===== config.mk =====
export PLATFORM = sky130hd
export DESIGN_NAME = scpc_core
export DESIGN_NICKNAME = d
export VERILOG_FILES = /design/src/verilog/scpc_pkg.sv /design/src/verilog/scpc_core.sv
export SDC_FILE = /design/constraint.sdc
export NUM_CORES = 1
export LEC_CHECK = 0
export BUFFER_PORTS_ARGS = -buffer_cell sky130_fd_sc_hd__buf_2
export CAP_MARGIN = 30
export CORE_MARGIN = 8
export CORE_UTILIZATION = 49
export DETAILED_ROUTE_END_ITERATION = 7
export PLACE_DENSITY = 0.76
export SYNTH_ARGS = -nofsm -noshare
export SYNTH_HDL_FRONTEND = slang
export SYNTH_SLANG_ARGS = --single-unit

===== constraint.sdc =====
create_clock -name ref_clk_in -period 4.25 [get_ports ref_clk_in]
set_clock_uncertainty 0.05 [all_clocks]
set_input_delay 0.425 -clock ref_clk_in [delete_from_list [all_inputs] [get_ports ref_clk_in]]
set_output_delay 0.425 -clock ref_clk_in [all_outputs]
set_load 0.02 [all_outputs]

===== src/verilog/scpc_pkg.sv =====
package scpc_pkg;
  // register byte addresses
  localparam logic [7:0] SCPC_ADDR_CTRL0 = 8'h00;
  localparam logic [7:0] SCPC_ADDR_CTRL1 = 8'h04;
  localparam logic [7:0] SCPC_ADDR_IEN0 = 8'h08;
  localparam logic [7:0] SCPC_ADDR_IST0 = 8'h0c;
  localparam logic [7:0] SCPC_ADDR_STAT0 = 8'h10;
  localparam logic [7:0] SCPC_ADDR_STAT1 = 8'h14;
  localparam logic [7:0] SCPC_ADDR_TEST4 = 8'h18;
  localparam logic [7:0] SCPC_ADDR_DMA_STATUS = 8'h1c;
  localparam logic [7:0] SCPC_ADDR_DMA_IRQ_ENABLE = 8'h20;
  localparam logic [7:0] SCPC_ADDR_SCSI_INPUT_DATA_LATCH = 8'h24;
  localparam logic [7:0] SCPC_ADDR_HALT = 8'h28;

  // field positions
  localparam int SCPC_BIT_ATN_ON_ERR = 1;
  localparam int SCPC_BIT_CHECK_EN = 3;
  localparam int SCPC_BIT_EVEN_SEND = 2;
  localparam int SCPC_BIT_HALT_DIS = 5;
  localparam int SCPC_BIT_PAR_IRQ = 0;
  localparam int SCPC_BIT_LIVE_PAR = 0;
  localparam int SCPC_BIT_LATCH_PAR = 3;
  localparam int SCPC_BIT_MPAR_EN = 3;
  localparam int SCPC_BIT_MPAR_ERR = 6;
  localparam int SCPC_BIT_RESUME = 0;
  localparam int SCPC_BIT_PENDING = 1;

  // reset values
  localparam logic [7:0] SCPC_RST_BYTE = 8'h00;
  localparam logic [31:0] SCPC_RST_WORD = 32'h0000_0000;

  // halt engine states
  typedef enum logic [1:0] {
    SCPC_RUN,
    SCPC_DEFER,
    SCPC_HALTED
  } scpc_halt_t;
endpackage


===== src/verilog/scpc_core.sv =====
`timescale 1ns/10ps
// Operation
// - initiator error auto-asserts attention when enabled
// - check enable turns odd receive checking on
// - even-sense bit picks send parity polarity
// - parity always generated; receive check stays odd
// - even send allows deliberate bad parity
// - halt-disable only acts in target mode
// - halt-disable clear: halt in both modes
// - halt-disable set: target halts at transfer end
// - irq enable gates parity error interrupt
// - status bit set on every receive error
// - checking off: no error, no reaction
// - status bit shows live parity line
// - status bit holds latched byte odd parity
// - master parity enable turns on data checking
// - target-signalled error sets master status bit
// - master irq enable gates irq, status still set
module scpc_core (
  // clock and asynchronous chip reset
  input wire logic ref_clk_in,
  input wire logic arst_n_in,
  // register bus, zero wait states
  input wire logic psel_in,
  input wire logic penable_in,
  input wire logic pwrite_in,
  input wire logic [7:0] paddr_in,
  input wire logic [31:0] pwdata_in,
  output logic [31:0] prdata_out,
  output logic pready_out,
  output logic pslverr_out,
  // role on the scsi bus: high while acting as target
  input wire logic target_mode_in,
  // receive side: byte, parity line and latch strobe
  input wire logic [7:0] scsi_data_in,
  input wire logic scsi_data_parity_line_in,
  input wire logic rx_latch_in,
  // send side: byte and load strobe, byte plus parity out
  input wire logic [7:0] tx_data_in,
  input wire logic tx_load_in,
  output logic [7:0] scsi_data_out,
  output logic scsi_parity_out,
  // end of the current transfer, used by the deferred halt
  input wire logic transfer_end_in,
  // host bus master data phase and the target's error report
  input wire logic pci_data_phase_in,
  input wire logic pci_perr_in,
  // reactions towards the scsi core and the host
  output logic atn_assert_out,
  output logic halt_out,
  output logic irq_out
);
  import scpc_pkg::*;

  // software visible byte registers; each sits in the low byte of a
  // word, upper bits read as zero and are ignored on writes
  logic [7:0] scsi_control_zero;
  logic [7:0] scsi_control_one;
  logic [7:0] scsi_irq_enable_zero;
  logic [7:0] scsi_irq_status_zero;
  logic [7:0] chip_test_four;
  logic [7:0] dma_status;
  logic [7:0] dma_irq_enable;
  logic [7:0] scsi_input_data_latch;
  logic latched_parity;
  // halt engine: run, waiting for transfer end, or stopped
  scpc_halt_t halt_state;
  scpc_halt_t next_halt_state;

  // bus decode and derived control levels
  logic setup;
  logic access;
  logic wr_access;
  logic rd_access;
  logic check_en;
  logic even_send;
  logic halt_dis;
  logic rx_error;
  logic mpar_error;
  logic resume;
  logic rd_ist0;
  logic rd_dma_status;
  logic hit;
  logic [31:0] next_rdata;

  // bus phases; writes and read side effects happen at the access edge.
  // clearing on read only in the access phase keeps an aborted setup
  // from losing a pending status bit.
  assign setup = psel_in & ~penable_in;
  assign access = psel_in & penable_in;
  assign wr_access = access & pwrite_in;
  assign rd_access = access & ~pwrite_in;
  assign rd_ist0 = rd_access & (paddr_in == SCPC_ADDR_IST0);
  assign rd_dma_status = rd_access & (paddr_in == SCPC_ADDR_DMA_STATUS);
  assign resume = wr_access & (paddr_in == SCPC_ADDR_HALT) &
                  pwdata_in[SCPC_BIT_RESUME];
  // read data is staged in setup, so access never waits; the trade is
  // that live inputs are seen one cycle before the access edge
  assign pready_out = penable_in;

  // control fields pulled out once so the logic below reads plainly
  assign check_en = scsi_control_zero[SCPC_BIT_CHECK_EN];
  assign even_send = scsi_control_one[SCPC_BIT_EVEN_SEND];
  assign halt_dis = scsi_control_one[SCPC_BIT_HALT_DIS];

  // odd check over data plus parity line; off means no detection at all.
  // checking stays odd whatever the send sense is, so a looped back
  // even byte shows up here as an error on purpose.
  // the check is only made in the cycle the byte is latched; a line
  // that moves between strobes is never judged.
  assign rx_error = rx_latch_in & check_en &
                    ~(^{scsi_data_in, scsi_data_parity_line_in});
  assign mpar_error = chip_test_four[SCPC_BIT_MPAR_EN] &
                      pci_data_phase_in & pci_perr_in;

  // master side: only a reported error during an enabled data phase
  // counts; the enable gates detection, not just the interrupt

  // software control registers; unmapped writes are dropped and the
  // bus is told through the error response staged in setup
  always_ff @(posedge ref_clk_in or negedge arst_n_in) begin
    if (!arst_n_in) begin
      scsi_control_zero <= SCPC_RST_BYTE;
      scsi_control_one <= SCPC_RST_BYTE;
      scsi_irq_enable_zero <= SCPC_RST_BYTE;
      chip_test_four <= SCPC_RST_BYTE;
      dma_irq_enable <= SCPC_RST_BYTE;
    end else if (wr_access) begin
      case (paddr_in)
        SCPC_ADDR_CTRL0: scsi_control_zero <= pwdata_in[7:0];
        SCPC_ADDR_CTRL1: scsi_control_one <= pwdata_in[7:0];
        SCPC_ADDR_IEN0: scsi_irq_enable_zero <= pwdata_in[7:0];
        SCPC_ADDR_TEST4: chip_test_four <= pwdata_in[7:0];
        SCPC_ADDR_DMA_IRQ_ENABLE: dma_irq_enable <= pwdata_in[7:0];
        default: begin
        end
      endcase
    end
  end

  // sticky scsi error status; a new error beats the read clear.
  // set whatever the interrupt enable says, so polling still works.
  // the whole byte clears on read, matching the other status bits
  // that later versions may add to it.
  always_ff @(posedge ref_clk_in or negedge arst_n_in) begin
    if (!arst_n_in) begin
      scsi_irq_status_zero <= SCPC_RST_BYTE;
    end else if (rx_error) begin
      scsi_irq_status_zero[SCPC_BIT_PAR_IRQ] <= 1'b1;
    end else if (rd_ist0) begin
      scsi_irq_status_zero <= SCPC_RST_BYTE;
    end
  end

  // sticky master parity status, set regardless of its irq enable.
  // as above, an error landing on the clearing read is not lost.
  always_ff @(posedge ref_clk_in or negedge arst_n_in) begin
    if (!arst_n_in) begin
      dma_status <= SCPC_RST_BYTE;
    end else if (mpar_error) begin
      dma_status[SCPC_BIT_MPAR_ERR] <= 1'b1;
    end else if (rd_dma_status) begin
      dma_status <= SCPC_RST_BYTE;
    end
  end

  // input latch and the odd parity that belongs to its byte.
  // the latched parity is computed from the data, not copied from the
  // line, so software can compare it with the live bit to spot errors.
  // latched even with checking off; only detection is switched.
  always_ff @(posedge ref_clk_in or negedge arst_n_in) begin
    if (!arst_n_in) begin
      scsi_input_data_latch <= SCPC_RST_BYTE;
      latched_parity <= 1'b1;
    end else if (rx_latch_in) begin
      scsi_input_data_latch <= scsi_data_in;
      latched_parity <= ~(^scsi_data_in);
    end
  end

  // send path: parity is produced on every byte whatever checking says;
  // even sense against an odd receiver is how bad parity is forced
  always_ff @(posedge ref_clk_in or negedge arst_n_in) begin
    if (!arst_n_in) begin
      scsi_data_out <= SCPC_RST_BYTE;
      scsi_parity_out <= 1'b1;
    end else if (tx_load_in) begin
      scsi_data_out <= tx_data_in;
      scsi_parity_out <= even_send ? (^tx_data_in) : ~(^tx_data_in);
    end
  end

  // halt decision; initiator ignores halt-disable.
  // in target mode with halting disabled the error is remembered in
  // the defer state and the stop comes when the transfer ends; an end
  // in the same cycle as the error stops at once.
  // once stopped only a resume write restarts the engine; a further
  // error while stopped changes nothing.
  always_comb begin
    next_halt_state = halt_state;
    case (halt_state)
      SCPC_RUN: begin
        if (rx_error) begin
          if (halt_dis && target_mode_in) begin
            next_halt_state = transfer_end_in ? SCPC_HALTED : SCPC_DEFER;
          end else begin
            next_halt_state = SCPC_HALTED;
          end
        end
      end
      SCPC_DEFER: begin
        if (transfer_end_in) begin
          next_halt_state = SCPC_HALTED;
        end
      end
      SCPC_HALTED: begin
        if (resume) begin
          next_halt_state = SCPC_RUN;
        end
      end
      default: next_halt_state = SCPC_RUN;
    endcase
  end

  // state register for the halt engine
  always_ff @(posedge ref_clk_in or negedge arst_n_in) begin
    if (!arst_n_in) begin
      halt_state <= SCPC_RUN;
    end else begin
      halt_state <= next_halt_state;
    end
  end

  // registered so the core sees a clean level; taken from the next
  // state so the output lines up with the state register
  always_ff @(posedge ref_clk_in or negedge arst_n_in) begin
    if (!arst_n_in) begin
      halt_out <= 1'b0;
    end else begin
      halt_out <= (next_halt_state == SCPC_HALTED);
    end
  end

  // attention held until software resumes or drops the enable.
  // only an initiator may ask for attention; a target error never
  // raises it. a new error wins over a clear in the same cycle.
  always_ff @(posedge ref_clk_in or negedge arst_n_in) begin
    if (!arst_n_in) begin
      atn_assert_out <= 1'b0;
    end else if (rx_error && !target_mode_in &&
                 scsi_control_zero[SCPC_BIT_ATN_ON_ERR]) begin
      atn_assert_out <= 1'b1;
    end else if (resume || !scsi_control_zero[SCPC_BIT_ATN_ON_ERR]) begin
      atn_assert_out <= 1'b0;
    end
  end

  // level interrupt: any unmasked sticky bit.
  // registered, so it follows a status change by one cycle; masking
  // a bit drops the request without touching the status.
  always_ff @(posedge ref_clk_in or negedge arst_n_in) begin
    if (!arst_n_in) begin
      irq_out <= 1'b0;
    end else begin
      irq_out <= (|(scsi_irq_status_zero & scsi_irq_enable_zero)) |
                 (|(dma_status & dma_irq_enable));
    end
  end

  // read mux, sampled during setup.
  // status and halt fields are decoded here so a read always returns
  // the state as it stood one cycle before the access edge.
  // unmapped offsets read zero and flag an error response.
  always_comb begin
    next_rdata = SCPC_RST_WORD;
    hit = 1'b1;
    case (paddr_in)
      SCPC_ADDR_CTRL0: next_rdata[7:0] = scsi_control_zero;
      SCPC_ADDR_CTRL1: next_rdata[7:0] = scsi_control_one;
      SCPC_ADDR_IEN0: next_rdata[7:0] = scsi_irq_enable_zero;
      SCPC_ADDR_IST0: next_rdata[7:0] = scsi_irq_status_zero;
      SCPC_ADDR_STAT0:
        next_rdata[SCPC_BIT_LIVE_PAR] = scsi_data_parity_line_in;
      SCPC_ADDR_STAT1: next_rdata[SCPC_BIT_LATCH_PAR] = latched_parity;
      SCPC_ADDR_TEST4: next_rdata[7:0] = chip_test_four;
      SCPC_ADDR_DMA_STATUS: next_rdata[7:0] = dma_status;
      SCPC_ADDR_DMA_IRQ_ENABLE: next_rdata[7:0] = dma_irq_enable;
      SCPC_ADDR_SCSI_INPUT_DATA_LATCH: next_rdata[7:0] = scsi_input_data_latch;
      SCPC_ADDR_HALT: begin
        next_rdata[SCPC_BIT_RESUME] = (halt_state == SCPC_HALTED);
        next_rdata[SCPC_BIT_PENDING] = (halt_state == SCPC_DEFER);
      end
      default: hit = 1'b0;
    endcase
  end

  // live parity bit is a snapshot from the setup cycle; a user that
  // needs the exact level must hold the line through the read.
  // write data never loops back into the read register.
  always_ff @(posedge ref_clk_in or negedge arst_n_in) begin
    if (!arst_n_in) begin
      prdata_out <= SCPC_RST_WORD;
      pslverr_out <= 1'b0;
    end else if (setup) begin
      prdata_out <= pwrite_in ? SCPC_RST_WORD : next_rdata;
      pslverr_out <= ~hit;
    end
  end
endmodule // scpc_core


==> summary.md, run 1 <==
| Metric | Value |
|---|---|
| Nets | `441` |
| Top post-synthesis cells by area | `dfrtp_1 47%, mux2_2 15%, buf_4 4.9%` |
| Share of cells above drive strength 1 | `40.2%` |
| Total GRT Usage | `17.2%` |
| Initial antenna violation count | `0` |
| Row cnt | `32` |
| Number of DRC markers in iteration 0 | `132` |
| Pre-Repair DR Iteration Count | `4` |
| WP data arrival | `2.33 ns` |
| Most used DFF post-synth | `dfrtp_1` |
| Min Tclk post-route | `2.15 ns` |
| Vias in the first global route | `2948` |
| IO Pins | `114` |
| Layout Utilization | `56.5%` |
| N_diodes | `0` |
| Commonest non-fill, non-tap cells in the layout | `72 x dfrtp_1, 65 x buf_2, 50 x mux2_2, 24 x conb_1, 13 x xnor2_1` |
| Setup TNS | `0 ns` |
| Distinct cells, synth | `50` |
| Number of flops mapped to enable cells by yosys | `0` |
| Root buf cell | `clkbuf_8` |
| RSZ-0062 raised after global routing | `false` |
| Routed Antenna Nets | `0` |
| Initial Utilization | `50.3%` |
| Static Leak | `2.08 nW` |
| Max-slew violation count | `0` |
| HP Class | `input pin to async pin` |
| Final setup viols | `0` |
| Reg clk slew, reported paths | `0.08 ns` |
| Num CTS Buffers | `9` |
| Layout area overhead | `12.4%` |
| HPWL reported at the end of detailed placement | `6.67 mm` |
| CP max FO | `10` |
| Setup crit end kind | `flop` |
| Via Count | `2733` |
| Port buffer count | `65` |
| Post-synth top area cell | `dfrtp_1` |
| Least-Margin Pin Slew | `0.882 ns` |
| Skew-Pair Late Insertion Delay | `0.35 ns` |
| Post-CTS Resized | `0` |
| Avg Cell Area, Syn | `12.4 um^2` |
| Htree depth | `3` |
| Clock sink total | `74` |
| Pin count of the biggest net entering global routing | `40` |
| Vias per cell | `5.69` |
| Clock tree buffer depth | `2` |
| GPL Wtd Cong | `0.931` |
| Die Y | `105 um` |
| Crit path launch | `paddr_in[4]` |
| Hold-fix buffers at CTS | `0` |
| CTS tree | `built` |
| WP data required | `4.43 ns` |
| Final worst path period share | `50.6%` |
| Crit path kind | `input pin to flop` |
| Area of the die | `10900 um^2` |
| R2r startpoint | `scsi_control_one[5]` |
| Core area | `7650 um^2` |
| Post-Synthesis Cells | `310` |
| Final wirelength | `9.07 mm` |
| DR DRC count | `0` |
| VDD IR max | `222 uV` |
| Final hold violation count | `0` |
| DR WL/cell | `18.9 um` |
| Max cap viols | `0` |
| Yosys Warn Count | `0` |
| Max Clock Freq | `465 MHz` |
| Worst slew margin | `41.2%` |
| Critical Path Source Type | `input pin` |
| Commonest non-fill, non-tap cell in the layout | `dfrtp_1` |
| Synth top area share | `46.8%` |
| GRT overflow | `0` |
| Die W | `105 um` |
| Hold_ws | `0.152 ns` |
| Status | `complete, no violations` |
| Post-CTS Setup Inserts | `0` |
| First-pass GRT wire length | `15.2 mm` |
| Mapped cell area | `3850 um^2` |
| Synthesized flop and latch total | `74` |
| Seq/Total Area, Yosys | `48.2%` |
| Asr flop ratio synth | `100%` |
| Power Density | `353 nW/um^2` |
synth_stat cells, types with 2 or more instances:
library cell / n
o21ai_0: 11
clkbuf_1: 6
nor3_2: 2
buf_2: 2
buf_4: 25
nand3b_1: 2
dfrtp_1: 72
mux2i_1: 8
a32oi_1: 4
nand2_1: 9
a21oi_1: 8
nand3_1: 10
nor3_1: 4
dfstp_2: 2
inv_1: 4
buf_1: 2
o311ai_0: 2
xor2_1: 2
mux4_2: 4
nand3_2: 2
mux2_4: 8
mux2_2: 50
buf_6: 2
a22o_1: 10
a211oi_1: 2
xnor2_1: 13
nor2b_1: 5
a32o_1: 3
a22oi_1: 3
nand2b_1: 4
nor2_1: 7
nand4_1: 4
where the power goes:
group          leakage (nW)  switching [mW]  internal (mW)
clock network        0.0914           0.251          0.271
registers             0.985          0.0245          0.745
logic                  1.00           0.142         0.0925
metrics by stage:
stage / setup WS, ns / power (mW) / cell area, um^2 / std cells
after CTS: 2.14 / 1.54 / 4320 / 480
after floorplan: 2.23 / 0.943 / 3930 / 333
after global placement: 1.77 / 1.01 / 4140 / 464
final: 2.10 / 1.53 / 4320 / 480
after detailed placement: 1.77 / 1.02 / 4140 / 464
after global routing: 2.06 / 1.59 / 4320 / 480
cell type report:
type                    count  area [um^2]
well taps                 102          128
inverters                   4         15.0
fillers                   661         3330
flip-flops and latches     74         1850
clock buffers              13          139
multi-input cells         218         1810
clock inverters             3         40.0
repair buffers             66          333
per-layer routing:
layer,routed length [um],global-route usage (%),up-vias
li1,-,-,1224
met1,3760,20.3,1347
met2,4080,26.6,139
met3,939,7.13,23
met4,285,8.36,0
met5,0,0,-
kinds of logic after synthesis:
group	share of synthesized area (%)
XOR/XNOR	4.00
buffers and inverters	6.90
AND/OR/NAND/NOR	9.73
multiplexers	22.2
other	0.0975
AO/OA/AOI/OAI	8.88
flip-flops	48.2
worst max-delay path, stage by stage:
cell and delay, ns:
buf_2 0.18, nor3_4 0.42, nand2_1 0.09, or4_1 0.80
mux2_4 0.40
sequential cells by signal (all words and copies together) (netlist names):
name	count
chip_test_four	8
dma_irq_enable	8
prdata_out	8
scsi_control_one	8
scsi_control_zero	8
scsi_data_out	8
scsi_input_data_latch	8
scsi_irq_enable_zero	8
halt_state	2
atn_assert_out	1
dma_status	1
halt_out	1
irq_out	1
latched_parity	1
pslverr_out	1
scsi_irq_status_zero	1
scsi_parity_out	1
path summary, 6_finish.rpt:
check                               endpoint  slack [ns]  depth (start not counted)
max in group asynchronous     latched_parity        2.99                          2
hold reg to reg                  pslverr_out        0.43                          2
hold / removal             chip_test_four[2]        0.15                          1
setup / recovery           dma_irq_enable[7]        2.10                          5
setup reg to reg               prdata_out[5]        2.73                          4
min in group ref_clk_in        halt_state[0]        0.21                          2
(Power assumes the default switching activity.)
==> inputs of run 2 (changes only) <==
--- a/config.mk
+++ b/config.mk
@@ -5,12 +5,13 @@
 export SDC_FILE = /design/constraint.sdc
 export NUM_CORES = 1
 export LEC_CHECK = 0
+export ABC_AREA = 1
 export BUFFER_PORTS_ARGS = -buffer_cell sky130_fd_sc_hd__buf_2
 export CAP_MARGIN = 30
 export CORE_MARGIN = 8
-export CORE_UTILIZATION = 49
+export CORE_UTILIZATION = 48
 export DETAILED_ROUTE_END_ITERATION = 7
-export PLACE_DENSITY = 0.76
+export PLACE_DENSITY = 0.77
 export SYNTH_ARGS = -nofsm -noshare
 export SYNTH_HDL_FRONTEND = slang
 export SYNTH_SLANG_ARGS = --single-unit
==> constraint.sdc (replaced) <==
create_clock -name ref_clk_in -period 1.9 [get_ports ref_clk_in]
set_clock_uncertainty 0.05 [all_clocks]
set_input_delay 0.19 -clock ref_clk_in [delete_from_list [all_inputs] [get_ports ref_clk_in]]
set_output_delay 0.19 -clock ref_clk_in [all_outputs]
set_load 0.02 [all_outputs]
==> run 2 against run 1 <==
Against the previous run: die area is 7.4% higher; sequential share of layout area shrank 2.7 points; routed wire length rose by 8.9%; final cell count up 42%; clock-buffer cell count down 1; via count up 25%; combinational power is 97% higher; clock power increased by 140%; largest power group unchanged.
==> summary.md, run 2 <==
| Metric | Value |
|---|---|
| Final hold violation count | `0` |
| HPWL reported at the end of detailed placement | `7.31 mm` |
| Htree depth | `3` |
| DR WL/cell | `14.5 um` |
| Final worst path period share | `69.1%` |
| Num CTS Buffers | `9` |
| Post-Synthesis Cells | `506` |
| Most used DFF post-synth | `dfrtp_1` |
| First-pass GRT wire length | `15.8 mm` |
| CP max FO | `4` |
| Clock share of power | `36.8%` |
| Distinct cells, synth | `36` |
| Min Tclk post-route | `1.31 ns` |
| Static Leak | `2.50 nW` |
| Cell Int Power | `2.47 mW` |
| Number of DRC markers in iteration 0 | `229` |
| Max-slew violation count | `0` |
| Power Density | `736 nW/um^2` |
| Routed Antenna Nets | `0` |
| WP data required | `2.08 ns` |
| Pre-Repair DR Iteration Count | `5` |
| Clock tree buffer depth | `2` |
| Seq pwr share | `49.5%` |
| Status | `complete, no violations` |
| Critical Path Source Type | `flop` |
| Skew-Pair Late Insertion Delay | `0.35 ns` |
| IO Pins | `114` |
| CP max-delay cell | `dfrtp_1` |
| N_diodes | `0` |
| Number of flops mapped to enable cells by yosys | `0` |
| Top post-synthesis cells by area | `dfrtp_1 44%, nand2_1 16%, buf_4 4.6%` |
| P_sw | `0.921 mW` |
| Final setup viols | `0` |
| HP Class | `input pin to flop` |
| DR DRC count | `0` |
| Initial Utilization | `49.6%` |
| Total of fill cells in the finished design | `756` |
| GRT overflow | `0` |
| Yosys Warn Count | `0` |
| Max cap viols | `0` |
| Setup crit end kind | `flop` |
| Post-CTS Setup Inserts | `0` |
| Setup TNS | `0 ns` |
| Commonest non-fill, non-tap cells in the layout | `174 x nand2_1, 72 x dfrtp_1, 65 x buf_2, 48 x inv_1, 35 x o21ai_0` |
| Vias in the first global route | `3283` |
| Initial antenna violation count | `0` |
| Root buf cell | `clkbuf_8` |
| Commonest non-fill, non-tap cell in the layout | `nand2_1` |
| Crit path kind | `flop to flop` |
| Port buffer count | `65` |
| Layout Utilization | `55.8%` |
| RSZ-0062 raised after global routing | `false` |
| Final wirelength | `9.87 mm` |
| WP data arrival | `1.49 ns` |
| PnR Total Power | `3.39 mW` |
| Die W | `108 um` |
| Combinational power share | `13.6%` |
| Nets | `641` |
| Synthesized flop and latch total | `74` |
| Asr flop ratio synth | `100%` |
| Row cnt | `33` |
| Hold_ws | `0.0122 ns` |
| Total GRT Usage | `17.0%` |
| Max Clock Freq | `762 MHz` |
| Avg Cell Area, Syn | `8.10 um^2` |
| Sw Share | `27.2%` |
| Seq/Total Area, Yosys | `45.3%` |
| Most frequent cell after synthesis | `nand2_1` |
| Post-CTS Resized | `0` |
| Die Y | `108 um` |
| VDD IR max | `288 uV` |
| Layout area overhead | `12.5%` |
| GPL Wtd Cong | `0.861` |
| CTS tree | `built` |
| Crit path largest cell delay | `0.39 ns` |
| Pin count of the biggest net entering global routing | `75` |
| Share of cells above drive strength 1 | `23.7%` |
| Reg clk slew, reported paths | `0.08 ns` |
| Clock sink total | `74` |
| Vias per cell | `5.02` |
| Via Count | `3426` |
| Synth top area share | `44.0%` |
| Post-synth top area cell | `dfrtp_1` |
| Mapped cell area | `4100 um^2` |
| Post-synth top cells | `174 x nand2_1, 72 x dfrtp_1, 48 x inv_1, 35 x o21ai_0, 25 x buf_4` |
| CP Cell Sequence | `inv_1, nor2_1, nand2_1, o21ai_0, nor3_1, o21ai_1` |
| Core area | `8260 um^2` |
| Area of the die | `11700 um^2` |
run 2: cell count changes after synthesis, moves of 14 or more:
cell | previous run | this run
mux2_2 | 50 | 0
o21ai_0 | 11 | 35
o21ai_2 | 0 | 19
nand2_1 | 9 | 174
o21ai_1 | 0 | 14
inv_1 | 4 | 48
run 2: cells by family (layout without fill, tap and decap cells):
| kind of cell | count (synthesis) | in the layout | synth area share [%] |
|---|---|---|---|
| AO/OA/AOI/OAI | 81 | 81 | 12.1 |
| XOR/XNOR | 13 | 13 | 2.78 |
| AND/OR/NAND/NOR | 244 | 244 | 27.4 |
| flip-flops | 74 | 74 | 45.3 |
| other | 1 | 24 | 0.0915 |
| buffers and inverters | 93 | 142 | 12.3 |
run 2: worst paths after layout:
check / startpoint / end / slack [ns] / cells after the start
hold reg to reg: scsi_data_out[7] / scsi_data_out[7] / 0.42 / 2
max in group asynchronous: arst_n_in / latched_parity / 1.11 / 3
min in group asynchronous: arst_n_in / scsi_data_out[3] / 0.35 / 3
setup reg to reg: halt_state[0] / prdata_out[1] / 0.59 / 6
hold / removal: tx_data_in[4] / scsi_data_out[4] / 0.01 / 3
setup / recovery: halt_state[0] / prdata_out[1] / 0.59 / 6
run 2: layout make-up:
type                    count  area, um^2  area share [%]
clock buffers              12         155            3.37
clock inverters             4        50.0            1.09
inverters                  56         216            4.70
multi-input cells         362        1820            39.6
flip-flops and latches     74        1850            40.2
well taps                 105         131            2.85
repair buffers             70         378            8.20
run 2: per-layer routing:
| metal | up-vias | wire, um | track usage [%] | part of all wire (%) |
|---|---|---|---|---|
| met4 | 0 | 242 | 7.92 | 2.5 |
| met2 | 120 | 4550 | 26.2 | 46 |
| met1 | 1601 | 4280 | 22.3 | 43 |
| met3 | 23 | 801 | 3.63 | 8.1 |
| met5 | - | 0 | 0 | 0 |
| li1 | 1682 | - | - | - |
run 2: critical path, delay by kind of cell (launching register included):
kind,cells,cell delay [ns]
and+or+nand+nor,3,0.43
AOI/OAI and AO/OA,2,0.22
buffers and inverters,1,0.11
DFF,1,0.39
run 2: power groups by stage:
stage	clock network [mW]	logic (mW)	registers, mW
final	1.25	0.461	1.68
after global routing	1.33	0.514	1.69
after CTS	1.26	0.465	1.68
after detailed placement	0	0.460	1.71
after global placement	0	0.445	1.71
after floorplan	0	0.291	1.74
run 2: what timing repair did:
item / 4_1_cts / 5_1_grt
hold buffers: 1 / 0
setup endpoints to repair: 0 / 0
hold endpoints to repair: 72 / 0
run 2: through the flow:
step | instances | setup slack, ns | instance area (um^2)
finish | 683 | 0.588 | 4610
global route | 683 | 0.462 | 4610
CTS | 683 | 0.571 | 4610
detailed placement | 666 | 0.280 | 4390
global placement | 666 | 0.334 | 4390
floorplan | 529 | 0.656 | 4180
